$ cat src/rtl/osa_pkg.sv
// package: settings, encodings and carriers for the output state and alarm pin block
package osa_pkg;

   // first alarm pin selection
   typedef enum logic [1:0] {
      OSA_PIN1_OT   = 2'h0,
      OSA_PIN1_PF   = 2'h1,
      OSA_PIN1_BOTH = 2'h2
   } osa_pin1_sel_type;

   // second alarm pin selection: bit0 overvoltage, bit1 overcurrent, bit2 overpower
   localparam logic [2:0] OSA_PIN2_OV_BIT     = 3'h1;
   localparam logic [2:0] OSA_PIN2_DEFAULT    = 3'h1;
   localparam int         OSA_PIN2_SEL_WIDTH  = 3;

   localparam osa_pin1_sel_type OSA_PIN1_DEFAULT = OSA_PIN1_BOTH;
   localparam logic             OSA_PIN3_DEFAULT = 1'b0; // 0 regulation, 1 dc status
   localparam logic             OSA_PWRON_RESET  = 1'b0; // 0 off, 1 restore
   localparam logic             OSA_DC_RESET     = 1'b0;
   // cycles after reset until the synchronised standby level is trustworthy
   localparam logic [2:0]       OSA_SYNC_SETTLE  = 3'h4;

   typedef struct packed {
      logic overtemp_alarm;
      logic power_fail_alarm;
      logic overvoltage_alarm;
      logic overcurrent_alarm;
      logic overpower_alarm;
   } osa_alarm_type;

   typedef struct packed {
      logic             standby_on_off;   // 0 off only, 1 on/off
      logic             standby_inverted; // 0 normal, 1 inverted
      osa_pin1_sel_type pin1_sel;
      logic [2:0]       pin2_sel;
      logic             pin3_dc_status;
      logic             pwron_restore;    // requested power-on setting
      logic             pf_auto;
      logic             remote_auto;
   } osa_cfg_type;

   typedef struct packed {
      logic alarm_pin1;
      logic alarm_pin2;
      logic status_pin3;
   } osa_pins_type;

endpackage : osa_pkg

$ cat src/rtl/osa_ctrl.sv
// output state decision and analog interface alarm/status pin routing
`timescale 1ns/1ps

////////////////////////////////////////////////////////////////////////////////
module osa_ctrl
   import osa_pkg::*;
(
   // clock and reset
   input  wire logic          clk,
   input  wire logic          rst,
   // analog interface input pin (asynchronous)
   input  wire logic          remote_standby_input,
   // alarms and status from the power stage
   input  wire osa_alarm_type alarms,
   input  wire logic          constant_voltage_regulation,
   // configuration
   input  wire osa_cfg_type   cfg,
   input  wire logic          cfg_pwron_write,
   // control location requests and events
   input  wire logic          power_up,
   input  wire logic          analog_remote,
   input  wire logic          remote_active,
   input  wire logic          dc_on_req,
   input  wire logic          dc_off_req,
   input  wire logic          last_state_saved,
   // outputs
   output osa_pins_type       pins,
   output logic               dc_output_on,
   output logic               pwron_restore
);

   ////////////////////////////////////////////////////////////////////////////
   // standby pin conditioning
   logic standby_level;
   logic standby_active;
   logic standby_prev;
   logic standby_assert;
   logic standby_release;
   logic [2:0] settle_cnt;
   logic standby_valid;

   osa_sync u_sync (
      .clk   (clk),
      .rst   (rst),
      .pin   (remote_standby_input),
      .level (standby_level)
   );

   // the synchroniser resets low, which reads as standby under inverted polarity;
   // ignore the pin until real samples have reached its output
   always_ff @(posedge clk or posedge rst) begin
      if (rst) begin
         settle_cnt <= 3'h0;
      end else if (!standby_valid) begin
         settle_cnt <= settle_cnt + 3'h1;
      end
   end

   assign standby_valid = (settle_cnt == OSA_SYNC_SETTLE);

   // inverted polarity flips only the active level, not the action taken on it
   assign standby_active  = standby_valid & (standby_level ^ cfg.standby_inverted);

   always_ff @(posedge clk or posedge rst) begin
      if (rst) begin
         standby_prev <= 1'b0;
      end else begin
         standby_prev <= standby_active;
      end
   end

   assign standby_assert  = standby_active & ~standby_prev;
   assign standby_release = ~standby_active & standby_prev;

   ////////////////////////////////////////////////////////////////////////////
   // event edges
   logic pf_prev;
   logic remote_prev;
   logic pf_rise;
   logic pf_fall;
   logic remote_exit;

   always_ff @(posedge clk or posedge rst) begin
      if (rst) begin
         pf_prev     <= 1'b0;
         remote_prev <= 1'b0;
      end else begin
         pf_prev     <= alarms.power_fail_alarm;
         remote_prev <= remote_active;
      end
   end

   assign pf_rise     = alarms.power_fail_alarm & ~pf_prev;
   assign pf_fall     = ~alarms.power_fail_alarm & pf_prev;
   assign remote_exit = remote_prev & ~remote_active;

   ////////////////////////////////////////////////////////////////////////////
   // power-on setting register
   always_ff @(posedge clk or posedge rst) begin
      if (rst) begin
         pwron_restore <= OSA_PWRON_RESET;
      end else if (cfg_pwron_write) begin
         pwron_restore <= cfg.pwron_restore;
      end
   end

   ////////////////////////////////////////////////////////////////////////////
   // memory of states that decide re-enable
   logic last_off_state;   // output state at last switch-off of the device
   logic on_before_pf;     // output was on when power fail arrived
   logic on_before_sb;     // output switched on elsewhere before standby took it off

   always_ff @(posedge clk or posedge rst) begin
      if (rst) begin
         last_off_state <= OSA_DC_RESET;
      end else if (last_state_saved) begin
         last_off_state <= dc_output_on;
      end
   end

   always_ff @(posedge clk or posedge rst) begin
      if (rst) begin
         on_before_pf <= 1'b0;
      end else if (pf_rise) begin
         on_before_pf <= dc_output_on;
      end else if (pf_fall || dc_off_req) begin
         on_before_pf <= 1'b0;
      end
   end

   always_ff @(posedge clk or posedge rst) begin
      if (rst) begin
         on_before_sb <= 1'b0;
      end else if (standby_assert && !analog_remote) begin
         on_before_sb <= dc_output_on;
      end else if (standby_release || dc_off_req) begin
         on_before_sb <= 1'b0;
      end
   end

   ////////////////////////////////////////////////////////////////////////////
   // dc output decision; power-up decides alone, then off causes take priority over on causes
   logic next_dc;

   always_comb begin
      next_dc = dc_output_on;
      if (power_up) begin
         next_dc = pwron_restore & last_off_state;
      end else if (alarms.power_fail_alarm) begin
         next_dc = 1'b0;
      end else if (remote_exit && !cfg.remote_auto) begin
         next_dc = 1'b0;
      end else if (!analog_remote && standby_active) begin
         next_dc = 1'b0;
      end else if (dc_off_req) begin
         next_dc = 1'b0;
      end else if (pf_fall && cfg.pf_auto && on_before_pf) begin
         next_dc = 1'b1;
      end else if (!analog_remote && standby_release && cfg.standby_on_off && on_before_sb) begin
         next_dc = 1'b1;
      end else if (dc_on_req) begin
         next_dc = 1'b1;
      end
   end

   always_ff @(posedge clk or posedge rst) begin
      if (rst) begin
         dc_output_on <= OSA_DC_RESET;
      end else begin
         dc_output_on <= next_dc;
      end
   end

   ////////////////////////////////////////////////////////////////////////////
   // pin routing, recomputed every cycle
   logic       next_pin1;
   logic       next_pin2;
   logic       next_pin3;
   logic [2:0] pin2_src;

   assign pin2_src = {alarms.overpower_alarm, alarms.overcurrent_alarm, alarms.overvoltage_alarm};

   always_comb begin
      unique case (cfg.pin1_sel)
         OSA_PIN1_OT:   next_pin1 = alarms.overtemp_alarm;
         OSA_PIN1_PF:   next_pin1 = alarms.power_fail_alarm;
         OSA_PIN1_BOTH: next_pin1 = alarms.overtemp_alarm | alarms.power_fail_alarm;
         default:       next_pin1 = alarms.overtemp_alarm | alarms.power_fail_alarm;
      endcase
   end

   // code zero is not a legal combination; it falls back to overvoltage only
   assign next_pin2 = (cfg.pin2_sel == 3'h0) ? alarms.overvoltage_alarm
                                             : |(pin2_src & cfg.pin2_sel);
   assign next_pin3 = cfg.pin3_dc_status ? dc_output_on : constant_voltage_regulation;

   always_ff @(posedge clk or posedge rst) begin
      if (rst) begin
         pins <= '0;
      end else begin
         pins.alarm_pin1  <= next_pin1;
         pins.alarm_pin2  <= next_pin2;
         pins.status_pin3 <= next_pin3;
      end
   end

endmodule : osa_ctrl

$ cat src/rtl/osa_sync.sv
// three-stage synchroniser with agreement filter for one pin
`timescale 1ns/1ps
module osa_sync
   import osa_pkg::*;
(
   // clock and reset
   input  wire logic clk,
   input  wire logic rst,
   // pin and filtered level
   input  wire logic pin,
   output logic      level
);
   logic s1;
   logic s2;
   logic s3;

   always_ff @(posedge clk or posedge rst) begin
      if (rst) begin
         s1 <= 1'b0;
         s2 <= 1'b0;
         s3 <= 1'b0;
      end else begin
         s1 <= pin;
         s2 <= s1;
         s3 <= s2;
      end
   end

   // a change counts only once the second and third stages agree
   always_ff @(posedge clk or posedge rst) begin
      if (rst) begin
         level <= 1'b0;
      end else if (s2 == s3) begin
         level <= s3;
      end
   end
endmodule : osa_sync
$ cat config.mk
export PLATFORM = sky130hd
export DESIGN_NAME = osa_ctrl
export DESIGN_NICKNAME = d
export VERILOG_FILES = /design/src/rtl/osa_pkg.sv /design/src/rtl/osa_ctrl.sv /design/src/rtl/osa_sync.sv
export SDC_FILE = /design/constraint.sdc
export NUM_CORES = 1
export LEC_CHECK = 0
export BUFFER_PORTS_ARGS = -buffer_cell sky130_fd_sc_hd__clkbuf_2
export CAP_MARGIN = 20
export CORE_ASPECT_RATIO = 1.2
export CORE_MARGIN = 2
export CORE_UTILIZATION = 45
export CTS_CLUSTER_SIZE = 12
export DETAILED_ROUTE_END_ITERATION = 8
export PLACE_DENSITY = 0.76
export SLEW_MARGIN = 20
export SYNTH_ARGS = -nofsm -noshare
export SYNTH_HDL_FRONTEND = slang
export SYNTH_SLANG_ARGS = --single-unit
$ cat constraint.sdc
create_clock -name clk -period 1.7 [get_ports clk]
set_clock_uncertainty 0.1 [all_clocks]
set_input_delay 0.17 -clock clk [delete_from_list [all_inputs] [get_ports clk]]
set_output_delay 0.17 -clock clk [all_outputs]
set_load 0.05 [all_outputs]
==> metrics.md <==
| Metric | Value |
|---|---|
| Worst path top cell family by delay | `simple AND/OR/NAND/NOR gates` |
| Startpoint types | `flip-flop` |
| Post-Route WL | `roughly 1500 um` |
| H-tree depth | `1` |
| CTS tree | `built` |
| Sw Ratio | `about a quarter` |
| Final core utilization | `roughly 66%` |
| Core area | `1600 um2` |
| Hold slack | `-0.00263 ns` |
| Final Hold Vio Count | `1` |
| Critical path arrival | `around 1.7 ns` |
| Vias in the first global route | `between 600 and 700` |
| Syn avg cell area | `11.9 um2` |
| Cell Area, Synth | `748 um2` |
| Clock transition at path regs | `0.09 ns` |
| Met2 global-route usage | `between 20 and 30%` |
| IO Pins | `32` |
| Vias/cell | `between 4 and 5` |
| R2R cell count | `5` |
| Sequential Power Share | `54.3%` |
| CTS buffer count | `3` |
| Final Cell Area | `1050 um2` |
| WP depth | `5` |
| Netlist cell types | `24` |
| Met3 usage | `5.05%` |
| Status | `finished, violations left` |
| Internal Power | `~640 uW` |
| DRT Pass-1 Iters | `4` |
| Post-layout minimum cycle time | `roughly 1.6 ns` |
| Non-Filler Instances | `approximately 130` |
| Total of max-cap violations | `0` |
| Number of synthesized register bits | `18` |
| Number of diodes | `0` |
| Die span in x | `approximately 40 um` |
| Root buf cell | `clkbuf_4` |
| Die area | `approximately 2000 um2` |
| Wire per inst | `about 12 um` |
| Met1 Use GR | `between 20% and 30%` |
| First-pass GRT wire length | `about 2600 um` |
| Cell row count | `16` |
| Kind of end point of the critical path | `flip-flop` |
| Total track usage | `18.9%` |
| Required time worst endpoint | `approximately 1.8 ns` |
| Initial Utilization | `between 40% and 50%` |
| Peak Freq | `a little over 600 MHz` |
| Clock network power share | `about 30%` |
| Largest net degree at the start of global routing | `19` |
| Initial antenna violation count | `0` |
| Worst-path cell chain | `inv_1, ha_2, nand2_2, or4_1, o311ai_1` |
| Worst Path Max Fanout | `7` |
| Gr ovfl total | `0` |
| Final HPWL DP | `1100 um` |
| Mapped Cells | `63` |
| P_leak | `~0.00053 uW` |
| Area Overhead vs Synth | `40.6%` |
| Most used routing layer | `met2` |
| Chip Height | `~50 um` |
| Peak VDD IR | `605 uV` |
| Yosys warning count | `0` |
| Max incr delay on CP | `about 0.53 ns` |
| DRT antenna net count | `0` |
| P_sw | `about 210 uW` |
| R2R Path End | `on_before_sb$_DFFE_PP0P_` |
| Fraction of layout cells with a size suffix above 1 | `between 30% and 40%` |
| Seq/Total Area, Yosys | `60.2%` |
| Placed inst area | `926 um2` |
| Reg2reg start | `settle_cnt[0]$_DFFE_PP0P_` |
| Dpl cells | `between 100 and 150` |
| Worst Max-Slew Pin Slew | `0.643 ns` |
| Placer Congestion | `between 0.6 and 0.7` |
| Critical Path Slowest Stage Cell | `or4_1` |
| Synth Net Count | `92` |
| Failing checks | `hold timing` |
| Final #Nets | `137` |
| Combinational share of power | `15.9%` |
| Fin crit share | `between 90% and 100%` |
| Setup-failing EPs final | `0` |
| Setup CP Type | `reg2reg` |
| Pwr/cell area | `around 810 nW/um2` |
| 1st-iter DRT viols | `6` |
| # clock sinks | `18` |
| Critical Path End | `on_before_sb$_DFFE_PP0P_` |
| Final Max Slew Viols | `0` |
| Clk Latency, worst-skew pair | `just under 0.3 ns` |
| I/O Buffers | `31` |
| Clock Tree Buf Depth | `2` |
| FF-to-FF setup slack | `roughly 0.069 ns` |
| Setup TNS | `0 ns` |
| CP Launch Point | `settle_cnt[0]$_DFFE_PP0P_` |
| Rel. slew slack | `between 50% and 60%` |
| Vias | `620` |
| Residual DRC count | `0` |
| CP bufs+invs | `1` |
| HP Class | `in2reg` |
==> timing repair <==
item | CTS | global route
endpoints found under the hold margin | 24 | 0
setup endpoints to repair | 0 | 1
buffers inserted | 0 | 1
hold buffers | 8 | 0
resized for setup | 0 | 1
==> layout make-up <==
type / count / area (um2)
clock buffer: 4 / 36.3
fill: 130 / 549
inverter: 4 / 15.0
multi-input combinational: 41 / 285
sequential: 18 / 450
tap: 18 / 22.5
timing repair buffer: 40 / 243
==> registers in the layout, indices dropped and copies added, names as in the netlist <==
register,count
pins,3
u_sync.level,1
on_before_sb,1
u_sync.s1,1
on_before_pf,1
dc_output_on,1
u_sync.s2,1
settle_cnt,3
remote_prev,1
pf_prev,1
pwron_restore,1
standby_prev,1
last_off_state,1
u_sync.s3,1
==> synth_stat cells <==
| library cell | instances | area share, % |
|---|---|---|
| a2111o_1 | 1 | 1.5 |
| nor3_1 | 1 | 0.67 |
| o311ai_1 | 1 | 1.2 |
| xor2_1 | 1 | 1.2 |
| mux2_2 | 2 | 3.0 |
| nor2_1 | 8 | 4.0 |
| nand3_1 | 1 | 0.67 |
| nand2_1 | 3 | 1.5 |
| ha_1 | 2 | 3.3 |
| nand2_2 | 1 | 0.84 |
| o21ai_1 | 3 | 2.0 |
| nand3b_1 | 1 | 1.0 |
| nor4_1 | 1 | 0.84 |
| o31ai_1 | 1 | 1.0 |
| a22oi_1 | 2 | 2.0 |
| and4b_1 | 2 | 2.7 |
| mux2_1 | 1 | 1.5 |
| dfrtp_1 | 18 | 60 |
| o21ai_0 | 1 | 0.67 |
| maj3_1 | 1 | 1.3 |
| or4_1 | 2 | 2.0 |
| nand2b_1 | 3 | 2.5 |
| inv_1 | 4 | 2.0 |
| xnor2_1 | 2 | 2.3 |
==> cells by family after synthesis <==
logic type | after synthesis | share of synthesized area [%]
adders and majority gates | 3 | 4.68
DFF | 18 | 60.2
buffers and inverters | 4 | 2.01
AOI/OAI and AO/OA | 9 | 8.36
xor gates and xnor gates | 3 | 3.51
and+or+nand+nor | 23 | 16.7
muxes | 3 | 4.51
==> metrics by stage <==
| step | total power, uW | setup WS (ns) |
|---|---|---|
| CTS | 862 | 0.0515 |
| global placement | 590 | 0.195 |
| floorplan | 541 | 0.212 |
| global route | 907 | -0.00648 |
| finish | 856 | 0.0687 |
| detailed placement | 595 | 0.0843 |
==> worst min path at each step <==
| stage | depth (start not counted) | startpoint | endpoint |
|---|---|---|---|
| 6_report | 3 | alarms[2] | pins[1]$_DFF_PP0_ |
| 3_3_place_gp | 2 | rst | pins[1]$_DFF_PP0_ |
| 5_1_grt | 2 | last_state_saved | last_off_state$_DFFE_PP0P_ |
| 3_5_place_dp | 2 | rst | pins[1]$_DFF_PP0_ |
| 2_1_floorplan | 1 | rst | dc_output_on$_DFFE_PP0P_ |
| 4_1_cts | 3 | alarms[2] | pins[1]$_DFF_PP0_ |
==> power groups by stage <==
stage | Clock [uW] | Combinational [uW] | Sequential [uW]
2_1_floorplan | 0 | 37.4 | 503
3_3_place_gp | 0 | 118 | 472
3_5_place_dp | 0 | 121 | 473
5_1_grt | 289 | 150 | 468
6_report | 255 | 136 | 465
4_1_cts | 261 | 137 | 464
==> worst register-to-register path: stages, from the launching register on <==
cell and delay, ns:
dfrtp_1 0.40, inv_1 0.10, ha_2 0.20, nand2_2 0.11, or4_1 0.53, o311ai_1 0.10
==> cells in the final DEF (no fill, tap or decap), drive strengths merged <==
cell type | Yosys | final
and4b | 2 | 2
o311ai | 1 | 1
or4 | 2 | 2
buf | 0 | 1
nor2 | 8 | 8
ha | 2 | 2
nand3b | 1 | 1
xnor2 | 2 | 2
o31ai | 1 | 1
clkbuf | 0 | 35
a2111o | 1 | 1
nor4 | 1 | 1
mux2 | 3 | 3
nand3 | 1 | 1
maj3 | 1 | 1
nor3 | 1 | 1
inv | 4 | 4
xor2 | 1 | 1
nand2 | 4 | 4
o21ai | 4 | 4
dfrtp | 18 | 18
nand2b | 3 | 3
dlygate4sd3 | 0 | 8
a22oi | 2 | 2
==> per-layer routing <==
layer | routed length [um] | share of wire [%] | vias to the layer above
met5 | 0 | 0 | -
met4 | 22 | 1.5 | 0
met3 | 115 | 7.7 | 4
met2 | 755 | 51 | 26
met1 | 596 | 40 | 282
li1 | - | - | 308
(Power assumes the default switching activity.)
